$ cat config.mk
export PLATFORM = sky130hd
export DESIGN_NAME = compact_timer
export DESIGN_NICKNAME = d
export VERILOG_FILES = /design/src/compact_timer_pkg.sv /design/src/compact_timer.sv
export SDC_FILE = /design/constraint.sdc
export NUM_CORES = 1
export LEC_CHECK = 0
export ABC_AREA = 1
export BUFFER_PORTS_ARGS = -buffer_cell sky130_fd_sc_hd__buf_2
export CAP_MARGIN = 20
export CORE_MARGIN = 3
export CORE_UTILIZATION = 40
export CTS_CLUSTER_DIAMETER = 200
export DETAILED_ROUTE_END_ITERATION = 10
export GPL_TIMING_DRIVEN = 0
export HOLD_SLACK_MARGIN = 0.15
export SYNTH_ARGS = -nofsm -noshare
export SYNTH_HDL_FRONTEND = slang
export SYNTH_SLANG_ARGS = --single-unit
$ cat constraint.sdc
create_clock -name clock -period 3.24 [get_ports clock]
set_input_delay 0.648 -clock clock [delete_from_list [all_inputs] [get_ports clock]]
set_output_delay 0.648 -clock clock [all_outputs]
set_load 0.005 [all_outputs]
$ cat src/compact_timer_pkg.sv
// Purpose: constants shared by the compact timer register block
// Assumes: byte-wide registers on a small local address space
// Notes:   offsets are word indices on the plain register port
package compact_timer_pkg;

  // ----------------------------------------------------------------
  // register offsets
  // ----------------------------------------------------------------
  localparam logic [3:0] OFS_TIMER_CONTROL = 4'h0;
  localparam logic [3:0] OFS_MODE_CONTROL  = 4'h1;
  localparam logic [3:0] OFS_COUNT_LOW     = 4'h2;
  localparam logic [3:0] OFS_COUNT_HIGH    = 4'h3;
  localparam logic [3:0] OFS_MATCH_A_LOW   = 4'h4;
  localparam logic [3:0] OFS_MATCH_A_HIGH  = 4'h5;
  localparam logic [3:0] OFS_MATCH_P       = 4'h6;
  localparam logic [3:0] OFS_MATCH_FLAGS   = 4'h7;

  // ----------------------------------------------------------------
  // field positions
  // ----------------------------------------------------------------
  localparam int POS_PAUSE      = 7;
  localparam int POS_TIMER_ON   = 3;
  localparam int POS_MODE_HI    = 7;
  localparam int POS_MODE_LO    = 6;
  localparam int POS_PINF_HI    = 5;
  localparam int POS_PINF_LO    = 4;
  localparam int POS_LEVEL      = 3;
  localparam int POS_INVERT     = 2;
  localparam int POS_SWAP       = 1;
  localparam int POS_CLEAR_SRC  = 0;
  localparam int POS_FLAG_A     = 0;
  localparam int POS_FLAG_P     = 1;

  // ----------------------------------------------------------------
  // reset values and codes
  // ----------------------------------------------------------------
  localparam logic [7:0]  RST_BYTE     = 8'h00;
  localparam logic [15:0] RST_WORD     = 16'h0000;
  localparam logic [1:0]  MODE_COMPARE = 2'b00;
  localparam logic [1:0]  MODE_PWM     = 2'b10;
  localparam logic [1:0]  MODE_TIMER   = 2'b11;
  localparam logic [1:0]  PINF_HOLD    = 2'b00;
  localparam logic [1:0]  PINF_LOW     = 2'b01;
  localparam logic [1:0]  PINF_HIGH    = 2'b10;
  localparam logic [1:0]  PINF_TOGGLE  = 2'b11;
  localparam logic [1:0]  PWMF_OFF     = 2'b00;
  localparam logic [1:0]  PWMF_ON      = 2'b01;
  localparam logic [1:0]  PWMF_WAVE    = 2'b10;

endpackage : compact_timer_pkg

$ cat src/compact_timer.sv
// Purpose: 16-bit count-up compact timer with compare and pwm output
// Assumes: timer_tick is a one-cycle pulse per selected timer clock edge
// Notes:   low bytes pass through one shared 8-bit buffer
//
// Decided for this implementation: the register addresses and strobed register access.
`timescale 1ns/1ps
`default_nettype none

// How it works
// - mode field picks compare 00, pwm 10, timer 11; 01 undefined.
// - timer mode leaves output pin undriven; pin function unused.
// - compare match A holds, drives low, drives high or toggles output.
// - pwm pin function forces inactive, forces active or passes waveform.
// - requested level equal to initial level shows no pin change.
// - timer-on rising edge returns output to its initial level.
// - level bit is initial level in compare, active level in pwm.
// - invert bit inverts the pin in compare and pwm modes.
// - swap bit exchanges period and duty roles of P and A.
// - clear source 1 clears on match A; 0 on match P or overflow.
// - overflow clearing only when P value is zero and P is selected.
// - pwm mode ignores clear source bit.
// - counter readable as low and high read-only bytes, reset zero.
// - 16-bit A value read-write in two bytes, compared to all bits.
// - 8-bit P value compared with counter bits 15 to 8.
// - P value n gives 256n clocks; zero gives 65536 by overflow.
// - low bytes go through shared buffer moved on high byte access.
// - timer-on rise zeroes counter; fall stops and keeps count.
// - compare mode pin changes on match A or timer-on rise, never on match P.
module compact_timer
  import compact_timer_pkg::*;
(
  input  wire logic       clock,
  input  wire logic       nrst,
  input  wire logic       timer_tick,
  input  wire logic [3:0] reg_addr,
  input  wire logic [7:0] reg_wdata,
  input  wire logic       reg_write,
  input  wire logic       reg_read,
  output var  logic [7:0] reg_rdata,
  output var  logic       timer_output_pin,
  output var  logic       timer_output_en
);

  // ----------------------------------------------------------------
  // state
  // ----------------------------------------------------------------
  logic        timer_on_r;
  logic        pause_r;
  logic [7:0]  mode_control_r;
  logic [15:0] count_r;
  logic [15:0] count_nxt;
  logic [15:0] compare_a_r;
  logic [7:0]  compare_p_r;
  logic [7:0]  low_buf_r;
  logic        match_a_flag_r;
  logic        match_p_flag_r;
  logic        cmp_out_r;
  logic        cmp_out_nxt;
  logic [7:0]  rdata_r;
  logic [7:0]  rdata_nxt;
  logic        pin_r;
  logic        pin_nxt;
  logic        pin_en_r;

  // ----------------------------------------------------------------
  // field views
  // ----------------------------------------------------------------
  wire [1:0] mode_select         = mode_control_r[POS_MODE_HI:POS_MODE_LO];
  wire [1:0] pin_function_select = mode_control_r[POS_PINF_HI:POS_PINF_LO];
  wire       output_level_bit    = mode_control_r[POS_LEVEL];
  wire       output_invert_bit   = mode_control_r[POS_INVERT];
  wire       duty_period_swap    = mode_control_r[POS_SWAP];
  wire       clear_source_select = mode_control_r[POS_CLEAR_SRC];

  // mode decode; code 01 counts like compare mode with the pin released
  wire is_pwm   = (mode_select == MODE_PWM);
  wire is_cmp   = (mode_select == MODE_COMPARE);
  wire pin_used = is_pwm | is_cmp;

  // ----------------------------------------------------------------
  // register port decode
  // ----------------------------------------------------------------
  wire wr_ctrl  = reg_write & (reg_addr == OFS_TIMER_CONTROL);
  wire wr_mode  = reg_write & (reg_addr == OFS_MODE_CONTROL);
  wire wr_a_lo  = reg_write & (reg_addr == OFS_MATCH_A_LOW);
  wire wr_a_hi  = reg_write & (reg_addr == OFS_MATCH_A_HIGH);
  wire wr_p     = reg_write & (reg_addr == OFS_MATCH_P);
  wire wr_flags = reg_write & (reg_addr == OFS_MATCH_FLAGS);
  wire rd_c_hi  = reg_read & (reg_addr == OFS_COUNT_HIGH);
  wire rd_a_hi  = reg_read & (reg_addr == OFS_MATCH_A_HIGH);

  // timer-on edges seen at the control write
  wire on_rise = wr_ctrl & reg_wdata[POS_TIMER_ON] & ~timer_on_r;
  wire running = timer_on_r & ~pause_r;

  // ----------------------------------------------------------------
  // comparators
  // ----------------------------------------------------------------
  // match is judged on the value the counter is about to take, so a
  // clear lands after exactly n counts
  wire [15:0] count_inc = count_r + 16'h0001;
  wire        step      = running & timer_tick & ~on_rise;

  // P is compared with the high byte and needs a zero low byte; zero matches the wrap to 0000
  wire p_eq  = (count_inc[15:8] == compare_p_r) &
               (count_inc[7:0] == 8'h00);
  wire p_hit = step & p_eq;
  // A zero A value wraps without a match
  wire a_hit = step & (count_inc == compare_a_r) &
               (compare_a_r != RST_WORD);

  // counter clear source
  wire clr_by_a = is_pwm ? duty_period_swap
                         : clear_source_select;
  wire clr_hit  = clr_by_a ? a_hit : p_hit;
  wire p_flags  = is_pwm | ~clear_source_select;

  // ----------------------------------------------------------------
  // counter next value
  // ----------------------------------------------------------------
  always_comb begin
    if (on_rise) begin
      count_nxt = RST_WORD;
    end else if (clr_hit) begin
      count_nxt = RST_WORD;
    end else if (step) begin
      count_nxt = count_inc;
    end else begin
      count_nxt = count_r;
    end
  end

  // ----------------------------------------------------------------
  // compare output state
  // ----------------------------------------------------------------
  // match A or a timer-on rise moves it; setting a level it already has is no change
  always_comb begin
    cmp_out_nxt = cmp_out_r;
    if (on_rise) begin
      cmp_out_nxt = mode_control_r[POS_LEVEL];
    end else if (a_hit & is_cmp) begin
      case (pin_function_select)
        PINF_LOW:    cmp_out_nxt = 1'b0;
        PINF_HIGH:   cmp_out_nxt = 1'b1;
        PINF_TOGGLE: cmp_out_nxt = ~cmp_out_r;
        default:     cmp_out_nxt = cmp_out_r;
      endcase
    end
  end

  // ----------------------------------------------------------------
  // pwm waveform
  // ----------------------------------------------------------------
  // duty from A unless swapped; a P duty of zero means 65536
  wire [16:0] duty_p  = (compare_p_r == RST_BYTE) ? 17'h1_0000
                        : {1'b0, compare_p_r, 8'h00};
  wire [16:0] duty    = duty_period_swap ? duty_p
                        : {1'b0, compare_a_r};
  wire        pwm_act = ({1'b0, count_r} < duty);
  wire        pwm_lvl = pwm_act ? output_level_bit
                        : ~output_level_bit;

  // pin function in pwm mode; undefined code held inactive
  wire pwm_pin = (pin_function_select == PWMF_WAVE) ? pwm_lvl
               : (pin_function_select == PWMF_ON) ? output_level_bit
               : ~output_level_bit;

  // selected level, inverted when asked, dropped in timer mode
  always_comb begin
    if (!pin_used) begin
      pin_nxt = 1'b0;
    end else if (is_pwm) begin
      pin_nxt = pwm_pin ^ output_invert_bit;
    end else begin
      pin_nxt = cmp_out_nxt ^ output_invert_bit;
    end
  end

  // ----------------------------------------------------------------
  // read data mux; low bytes come from the shared buffer
  // ----------------------------------------------------------------
  always_comb begin
    rdata_nxt = RST_BYTE;
    if (!reg_read) begin
      rdata_nxt = RST_BYTE;
    end else if (reg_addr == OFS_TIMER_CONTROL) begin
      rdata_nxt = {pause_r, 3'b000, timer_on_r, 3'b000};
    end else if (reg_addr == OFS_MODE_CONTROL) begin
      rdata_nxt = mode_control_r;
    end else if (reg_addr == OFS_COUNT_LOW) begin
      rdata_nxt = low_buf_r;
    end else if (reg_addr == OFS_COUNT_HIGH) begin
      rdata_nxt = count_r[15:8];
    end else if (reg_addr == OFS_MATCH_A_LOW) begin
      rdata_nxt = low_buf_r;
    end else if (reg_addr == OFS_MATCH_A_HIGH) begin
      rdata_nxt = compare_a_r[15:8];
    end else if (reg_addr == OFS_MATCH_P) begin
      rdata_nxt = compare_p_r;
    end else if (reg_addr == OFS_MATCH_FLAGS) begin
      rdata_nxt = {6'b00_0000, match_p_flag_r, match_a_flag_r};
    end
  end

  // ----------------------------------------------------------------
  // control registers
  // ----------------------------------------------------------------
  always_ff @(posedge clock) begin
    if (!nrst) begin
      timer_on_r     <= 1'b0;
      pause_r        <= 1'b0;
      mode_control_r <= RST_BYTE;
    end else begin
      if (wr_ctrl) begin
        timer_on_r <= reg_wdata[POS_TIMER_ON];
        pause_r    <= reg_wdata[POS_PAUSE];
      end
      if (wr_mode) begin
        mode_control_r <= reg_wdata;
      end
    end
  end

  // ----------------------------------------------------------------
  // compare values and shared low-byte buffer
  // ----------------------------------------------------------------
  always_ff @(posedge clock) begin
    if (!nrst) begin
      compare_a_r <= RST_WORD;
      compare_p_r <= RST_BYTE;
      low_buf_r   <= RST_BYTE;
    end else begin
      if (wr_a_lo) low_buf_r <= reg_wdata;
      if (rd_c_hi) low_buf_r <= count_r[7:0];
      if (rd_a_hi) low_buf_r <= compare_a_r[7:0];
      if (wr_a_hi) compare_a_r <= {reg_wdata, low_buf_r};
      if (wr_p) compare_p_r <= reg_wdata;
    end
  end

  // ----------------------------------------------------------------
  // counter, output state and match flags
  // ----------------------------------------------------------------
  // flags clear by writing one; a match in the same cycle wins
  always_ff @(posedge clock) begin
    if (!nrst) begin
      count_r        <= RST_WORD;
      cmp_out_r      <= 1'b0;
      match_a_flag_r <= 1'b0;
      match_p_flag_r <= 1'b0;
    end else begin
      count_r   <= count_nxt;
      cmp_out_r <= cmp_out_nxt;
      if (a_hit) begin
        match_a_flag_r <= 1'b1;
      end else if (wr_flags & reg_wdata[POS_FLAG_A]) begin
        match_a_flag_r <= 1'b0;
      end
      if (p_hit & p_flags) begin
        match_p_flag_r <= 1'b1;
      end else if (wr_flags & reg_wdata[POS_FLAG_P]) begin
        match_p_flag_r <= 1'b0;
      end
    end
  end

  // ----------------------------------------------------------------
  // registered outputs
  // ----------------------------------------------------------------
  always_ff @(posedge clock) begin
    if (!nrst) begin
      rdata_r  <= RST_BYTE;
      pin_r    <= 1'b0;
      pin_en_r <= 1'b0;
    end else begin
      rdata_r  <= rdata_nxt;
      pin_r    <= pin_nxt;
      pin_en_r <= pin_used;
    end
  end

  assign reg_rdata        = rdata_r;
  assign timer_output_pin = pin_r;
  assign timer_output_en  = pin_en_r;

  // ----------------------------------------------------------------
  // checks
  // ----------------------------------------------------------------
  property p_on_rise_zero;
    @(posedge clock) disable iff (!nrst)
    on_rise |=> (count_r == RST_WORD);
  endproperty
  a_on_rise_zero:
    assert property (p_on_rise_zero) else $error("counter not zeroed on start");

  property p_off_holds;
    @(posedge clock) disable iff (!nrst)
    (!timer_on_r && !on_rise) |=> (count_r == $past(count_r));
  endproperty
  a_off_holds:
    assert property (p_off_holds) else $error("counter moved while off");

  property p_step_incr;
    @(posedge clock) disable iff (!nrst)
    (step && !clr_hit) |=> (count_r == $past(count_r) + 16'h0001);
  endproperty
  a_step_incr:
    assert property (p_step_incr) else $error("counter missed a tick");

  property p_clear_a;
    @(posedge clock) disable iff (!nrst)
    (!is_pwm && clear_source_select && a_hit) |=> (count_r == RST_WORD);
  endproperty
  a_clear_a:
    assert property (p_clear_a) else $error("match A did not clear counter");

  property p_pwm_period;
    @(posedge clock) disable iff (!nrst)
    (is_pwm && !duty_period_swap && p_hit && !on_rise) |=> (count_r == RST_WORD);
  endproperty
  a_pwm_period:
    assert property (p_pwm_period) else $error("pwm period clear missed");

  property p_toggle;
    @(posedge clock) disable iff (!nrst)
    (is_cmp && a_hit && pin_function_select == PINF_TOGGLE)
      |=> (cmp_out_r != $past(cmp_out_r));
  endproperty
  a_toggle:
    assert property (p_toggle) else $error("toggle on match A missed");

  property p_start_level;
    @(posedge clock) disable iff (!nrst)
    on_rise |=> (cmp_out_r == $past(output_level_bit));
  endproperty
  a_start_level:
    assert property (p_start_level) else $error("initial level not restored");

  property p_timer_pin_off;
    @(posedge clock) disable iff (!nrst)
    (mode_select == MODE_TIMER) |=> !timer_output_en;
  endproperty
  a_timer_pin_off:
    assert property (p_timer_pin_off) else $error("pin driven in timer mode");

  property p_force_active;
    @(posedge clock) disable iff (!nrst)
    (is_pwm && pin_function_select == PWMF_ON)
      |=> (timer_output_pin == ($past(output_level_bit) ^ $past(output_invert_bit)));
  endproperty
  a_force_active:
    assert property (p_force_active) else $error("forced active level wrong");

  property p_a_high_latch;
    @(posedge clock) disable iff (!nrst)
    wr_a_hi |=> (compare_a_r == {$past(reg_wdata), $past(low_buf_r)});
  endproperty
  a_a_high_latch:
    assert property (p_a_high_latch) else $error("A value not latched from buffer");

  property p_count_read;
    @(posedge clock) disable iff (!nrst)
    rd_c_hi |=> (reg_rdata == $past(count_r[15:8])) && (low_buf_r == $past(count_r[7:0]));
  endproperty
  a_count_read:
    assert property (p_count_read) else $error("counter high read wrong");

endmodule : compact_timer

`default_nettype wire

* Word-level counts from Yosys, hierarchy flattened
Cells that the tools add are included.
** Operators by class
- Add/subtract/negate cells :: 1
- $mul :: 0
- Div/mod/pow operators :: 0
- Order comparisons :: 1
- Equality and inequality tests :: 13
- Shifts and indexed selects :: 0
- Multiplexer cells :: 26
- Bitwise logic cells :: 33
- Reduce and logical (&&, ||, !) cells :: 12
** Operators by type and width (count)
- two-way mux 8 bit :: 10
- two-way mux 17 bit :: 2
- AND 1 bit :: 21
- less-than comparator 16 x 17 -> 1 bit :: 1
- adder 16 x 1 -> 16 bit, second input constant :: 1
- == test 16 bit :: 1
- == test 4 x 3 -> 1 bit, second input constant :: 4
- logical NOT 8 bit :: 2
- nonzero test 16 bit :: 1
- two-way mux 1 bit :: 12
- == test 4 x 2 -> 1 bit, second input constant :: 2
- == test 8 bit :: 1
- NOT 1 bit :: 8
- == test 2 bit, second input constant :: 3
- OR reduction 3 bit :: 2
- == test 4 x 1 -> 1 bit, second input constant :: 1
- logical NOT 4 bit :: 1
- AND reduction 2 bit :: 2
- nonzero test 2 bit :: 2
- case mux 1 bit (3 select lines) :: 1
- nonzero test 3 bit :: 1
- == test 2 x 1 -> 1 bit, second input constant :: 1
- logical NOT 2 bit :: 1
- two-way mux 2 bit :: 1
- 2 further kinds :: 4
** Word-level totals
- Flip-flop bits (word level) :: 71
- Latch bits :: 0
- Memory bits (writable) :: 0
- Bits in read-only memories :: 0
- Input bits :: 17
- Output and inout bits :: 10
- Logic and storage cells :: 100
- Memories :: 0

* Longest topological paths before layout
- Depth after elaboration :: 13
- Mapped depth :: 20
- Mapped depth without buffers :: 20

* Worst setup path before layout
OpenSTA, ideal clock, no wires.
- Path kind :: in2reg
- Start :: input reg_addr[2]
- End :: register low_buf_r[4]
- Arrival time :: 2.081 ns
- Required time :: 3.125 ns
- Path slack :: 1.044 ns
- Stages :: 11
- Path buffers :: 1
- Cells stage by stage :: nor2_1 -> inv_1 -> nor2_1 -> inv_1 -> nor2_1 -> clkbuf_1 -> a21oi_1 -> o21ai_0 -> o21ai_0 -> o21ai_0 -> inv_1
** Between the ends
- Longest elaborated chain between the ends :: 4
** Ends and longest elaborated chain
- start: declaration :: line compact_timer.sv:35 : input wire logic [3:0] reg_addr,
- == test 4 x 2 -> 1 bit :: line compact_timer.sv:89 : wire rd_c_hi = reg_read & (reg_addr == OFS_COUNT_HIGH);
- AND 1 bit :: line compact_timer.sv:89
- two-way mux 8 bit :: line compact_timer.sv:234 : if (rd_c_hi) low_buf_r <= count_r[7:0];
- two-way mux 8 bit :: line compact_timer.sv:235 : if (rd_a_hi) low_buf_r <= compare_a_r[7:0];
- end signal: assignment :: line compact_timer.sv:233 : if (wr_a_lo) low_buf_r <= reg_wdata;
- end signal: assignment :: line compact_timer.sv:234
- end signal: assignment :: line compact_timer.sv:235
- end: declaration :: line compact_timer.sv:54 : logic [7:0] low_buf_r;
Parallel ways exist; a longest one is shown, timed or not.
A chain may end at the register's enable or synchronous reset.

* Worst setup path after layout
- Start :: register mode_control_r[1]
- End :: register pin_r, in the netlist timer_output_pin
** Between the ends
- Longest elaborated chain between the ends :: 6
** Ends and longest elaborated chain
- start: declaration :: line compact_timer.sv:49 : logic [7:0] mode_control_r;
- start signal: assignment :: line compact_timer.sv:219 : mode_control_r <= reg_wdata;
- two-way mux 17 bit :: line compact_timer.sv:157 : wire [16:0] duty = duty_period_swap ? duty_p
- less-than comparator 16 x 17 -> 1 bit :: line compact_timer.sv:159 : wire pwm_act = ({1'b0, count_r} < duty);
- two-way mux 1 bit :: line compact_timer.sv:160 : wire pwm_lvl = pwm_act ? output_level_bit
- two-way mux 1 bit :: line compact_timer.sv:164 : wire pwm_pin = (pin_function_select == PWMF_WAVE) ? pwm_lvl
- XOR 1 bit :: line compact_timer.sv:173 : pin_nxt = pwm_pin ^ output_invert_bit;
- two-way mux 1 bit :: line compact_timer.sv:172 : end else if (is_pwm) begin
- end signal: assignment :: line compact_timer.sv:277 : pin_r <= pin_nxt;
- end: declaration :: line compact_timer.sv:61 : logic pin_r;
Every way passes these cells.

==> impl_metrics.csv <==
group,metric,value,unit
pwr,internal_power,1780,uW
floorplan,placeableCoreArea,0.0109,sq mm
setup_path,crit_fanout,10,
finish,finalNetCount,772,
floorplan,vertical_extent_of_the_die,112,um
sta,share_of_the_clock_period_used_by_the_worst_path,91.9,%
pwr,power.switching_fraction,23.4,%
synth,postSynthRegisterBits,71,
pwr,design_power_total,2330,uW
synth,synthAdderAreaFrac,4.72,%
min_path,min_path_type,"flip-flop to flip-flop",
global_routing,grt_antenna_before_repair,0,
synth,netlist.area_leader.share,31.6,%
pwr,seq_power_share,39.2,%
synth,synth_top_area_cell,"sky130_fd_sc_hd__dfxtp_1",
placement,detailed_place.area,0.00480,sq mm
synth,synth-compound-area-share,21.0,%
route,post-route-drc-count,0,
route,detail_route.wl_per_cell,17.8,um
sta,slew_headroom,61.2,%
synth,async_flop_share,0,%
synth,yosys-mux-area-fraction,0.222,%
clock_network,cts_root_buf,"sky130_fd_sc_hd__clkbuf_16",
route,dr_total_vias,4916,
synth,synth_sequential_area_ratio,31.6,%
synth,synth_top_family_by_area,"simple AND/OR/NAND/NOR gates",
run,drv.max_cap_violation_count,0,
global_routing,grt_usage,25.1,%
clock_network,clock_sinks,71,
pwr,netSwitchingPower,545,uW
synth,leading_cell_types_by_total_area_after_synthesis,"sky130_fd_sc_hd__dfxtp_1 (32%), sky130_fd_sc_hd__nand2_1 (14%), sky130_fd_sc_hd__o21ai_0 (9.1%)",
synth,syn_avg_cell_area,6.41,sq um
placement,place_inst,867,
clock_network,path_clk_slew,0.06,ns
setup_path,critPathLaunchType,"flip-flop",
route,vias_per_cell,5.57,
route,drtIter0Drc,445,
pwr,power.leakage,0.00216,uW
min_path,hp-start,"match_a_flag_r$_SDFFE_PN0P_",
synth,postSynthNetCount,736,
finish,layout.filler_cells,1142,
finish,final_design_area_no_fill,0.00518,sq mm
sta,finalSetupViolCount,0,
global_routing,grt_overflow_total,0,
synth,post_synth_inst_count,702,
finish,diodes,0,
finish,layout.cells.non_filler,883,
synth,dominantRegCellSynth,"sky130_fd_sc_hd__dfxtp_1",
floorplan,io-pin-count,27,
clock_network,clock_tree.htree_level_count,3,
global_routing,via_count_of_the_first_global_routing_pass,4567,
floorplan,fp.dieArea,0.0126,sq mm
outcome,run_status,"finished, final reports clean",
floorplan,placementRows,38,
floorplan,initial_core_util,41.2,%
synth,synth_simple_gate_area_share,32.2,%
setup_path,reg2reg_from,"mode_control_r[1]$_SDFFE_PN0P_",
finish,areaGrowthSynthToFinish,15.0,%
pwr,power.density,449,mW/mm^2
sta,clock-skew-final,0.00684,ns
pwr,worst_ir_drop_vdd,0.293,mV
setup_path,crit_path_end_kind,"flip-flop",
synth,ys_types,36,
global_routing,grt_start_max_net_pins,13,
finish,drive_above_1_share,10.4,%
finish,multi_input_comb_area,0.00266,sq mm
sta,hold_slack,0.469,ns
placement,post-dp-hpwl,12200,um
clock_network,cts_tree,"yes",
synth,synth_xor_xnor_area_share,0.973,%
synth,post_synth_instance_area,0.00450,sq mm
placement,placer_s_final_routability_congestion_estimate,0.991,
sta,worst_slew_pin_tran,0.582,ns
route,antenna_violating_nets_post_route,0,
sta,finalCriticalPeriod,2.98,ns
synth,synth_edf_count,0,
sta,slew_violations,0,
sta,setup_tns,0,ns
sta,grt_setup_unrepaired,"no",
pwr,comb_power_share,8.5,%
placement,portBuffers,25,
setup_path,startpoint,"mode_control_r[1]$_SDFFE_PN0P_",
synth,post-synth-top-count-cell,"sky130_fd_sc_hd__nand2_1",
clock_network,clock_tree.buffer_depth,2,
setup_path,critical_path_class,"flip-flop to flip-flop",
clock_network,total_cts_buffers,9,
route,drtPass1Iterations,5,
floorplan,floorplan.die.width,112,um
global_routing,grt_pass1_wl,24600,um
clock_network,clock_latency,0.33,ns
finish,sequential_cell_area,0.00142,sq mm
setup_path,critical_path_required,3.47,ns
synth,yosysWarningCount,0,
sta,timing.fmax,336,MHz
pwr,power.clock.fraction,52.3,%
setup_path,crit_arrival,3.21,ns
synth,synth.top_cells.by_count,"sky130_fd_sc_hd__nand2_1 (165), sky130_fd_sc_hd__inv_1 (86), sky130_fd_sc_hd__o21ai_0 (82)",
route,drt_wirelength,15700,um
sta,fin_hold_viols,0,
-- worst max-delay path, stage by stage, from the launching register on --
cell                       delay [ns]
sky130_fd_sc_hd__dfxtp_1         0.60
sky130_fd_sc_hd__clkbuf_2        0.30
sky130_fd_sc_hd__o21ai_0         0.17
sky130_fd_sc_hd__ha_1            0.33
sky130_fd_sc_hd__nand2_1         0.07
sky130_fd_sc_hd__inv_1           0.04
sky130_fd_sc_hd__nand3_1         0.10
sky130_fd_sc_hd__inv_1           0.05
sky130_fd_sc_hd__a21oi_1         0.32
sky130_fd_sc_hd__nor3_1          0.09
sky130_fd_sc_hd__nor2_1          0.22
sky130_fd_sc_hd__nand3_1         0.14
sky130_fd_sc_hd__nand3_1         0.10
sky130_fd_sc_hd__nand3_1         0.07
sky130_fd_sc_hd__nand2_1         0.10
sky130_fd_sc_hd__nand2_1         0.06
sky130_fd_sc_hd__nand2_1         0.06
sky130_fd_sc_hd__nor2_1          0.03
-- sequential cells by signal, summed over array words and instances (netlist names), 8 cells and up --
name,cells
count_r,16
mode_control_r,8
compare_p_r,8
low_buf_r,8
reg_rdata,8
compare_a_r,16
-- power by group through the flow --
stage          sequential, uW  combinational, uW  clock (uW)
2_1_floorplan             920                122           0
3_3_place_gp              928                191           0
3_5_place_dp              928                193           0
4_1_cts                   909                194        1230
5_1_grt                   911                218        1260
6_report                  911                198        1220
-- final timing paths --
path | end | slack [ns] | depth (start not counted)
worst max-delay path | timer_output_pin$_SDFF_PN0_ | 0.26 | 17
worst min register to register | match_a_flag_r$_SDFFE_PN0P_ | 0.47 | 2
worst min-delay path | match_a_flag_r$_SDFFE_PN0P_ | 0.47 | 2
worst max register to register | timer_output_pin$_SDFF_PN0_ | 0.26 | 17
-- per-layer routing --
layer	vias to the layer above	wire length (um)	track usage, %
li1	2411	-	-
met1	2248	6980	34.8
met2	216	6860	38.6
met3	41	1250	4.96
met4	0	590	9.38
met5	-	0	0
-- layout by cell type (no fill, tap or decap), drive strengths merged --
master and instances:
nand3 62, clkbuf 25, nor3b 1, xnor2 1, xor2 4, inv 85
nand2 172, a31oi 1, o21bai 2, a31o 1, o2111ai 4, nand4 12
dfxtp 71, a41oi 4, nand3b 2, buf 29, o21ai 84, a21boi 1
clkinv 4, mux2i 1, ha 17, nor2 74, o221ai 3, a21oi 64
bufinv 4, nor3 5, o22ai 8, clkinvlp 2
-- metrics by stage --
step	setup slack (ns)	util, %
after floorplan	1.04	-
after global routing	0.0638	47.3
after global placement	0.141	43.9
after detailed placement	0.0948	43.9
after CTS	0.0859	47.2
final	0.264	47.3
-- kinds of logic (layout without fill, tap and decap cells) --
kind of cell             count (synthesis)  count (layout)
flip-flops                              71              71
XOR/XNOR                                 5               5
multiplexers                             1               1
AO/OA/AOI/OAI                          172             172
adder cells (fa/ha/maj)                 17              17
AND/OR/NAND/NOR                        328             328
buffers and inverters                  108             149
-- repair_timing --
action | CTS | global route
resized for setup | 0 | 3
hold buffers | 0 | 0
endpoints found under the setup margin | 0 | 1
buffers inserted | 0 | 2
-- layout make-up --
type | count | share of cell area [%]
repair buffers | 27 | 2.71
plain buffers | 17 | 1.50
flip-flops and latches | 71 | 27.5
clock buffers | 10 | 4.42
multi-input cells | 523 | 51.4
well taps | 140 | 3.38
clock inverters | 6 | 2.56
inverters | 89 | 6.53
Note: power is estimated with default switching activity, not from simulation.
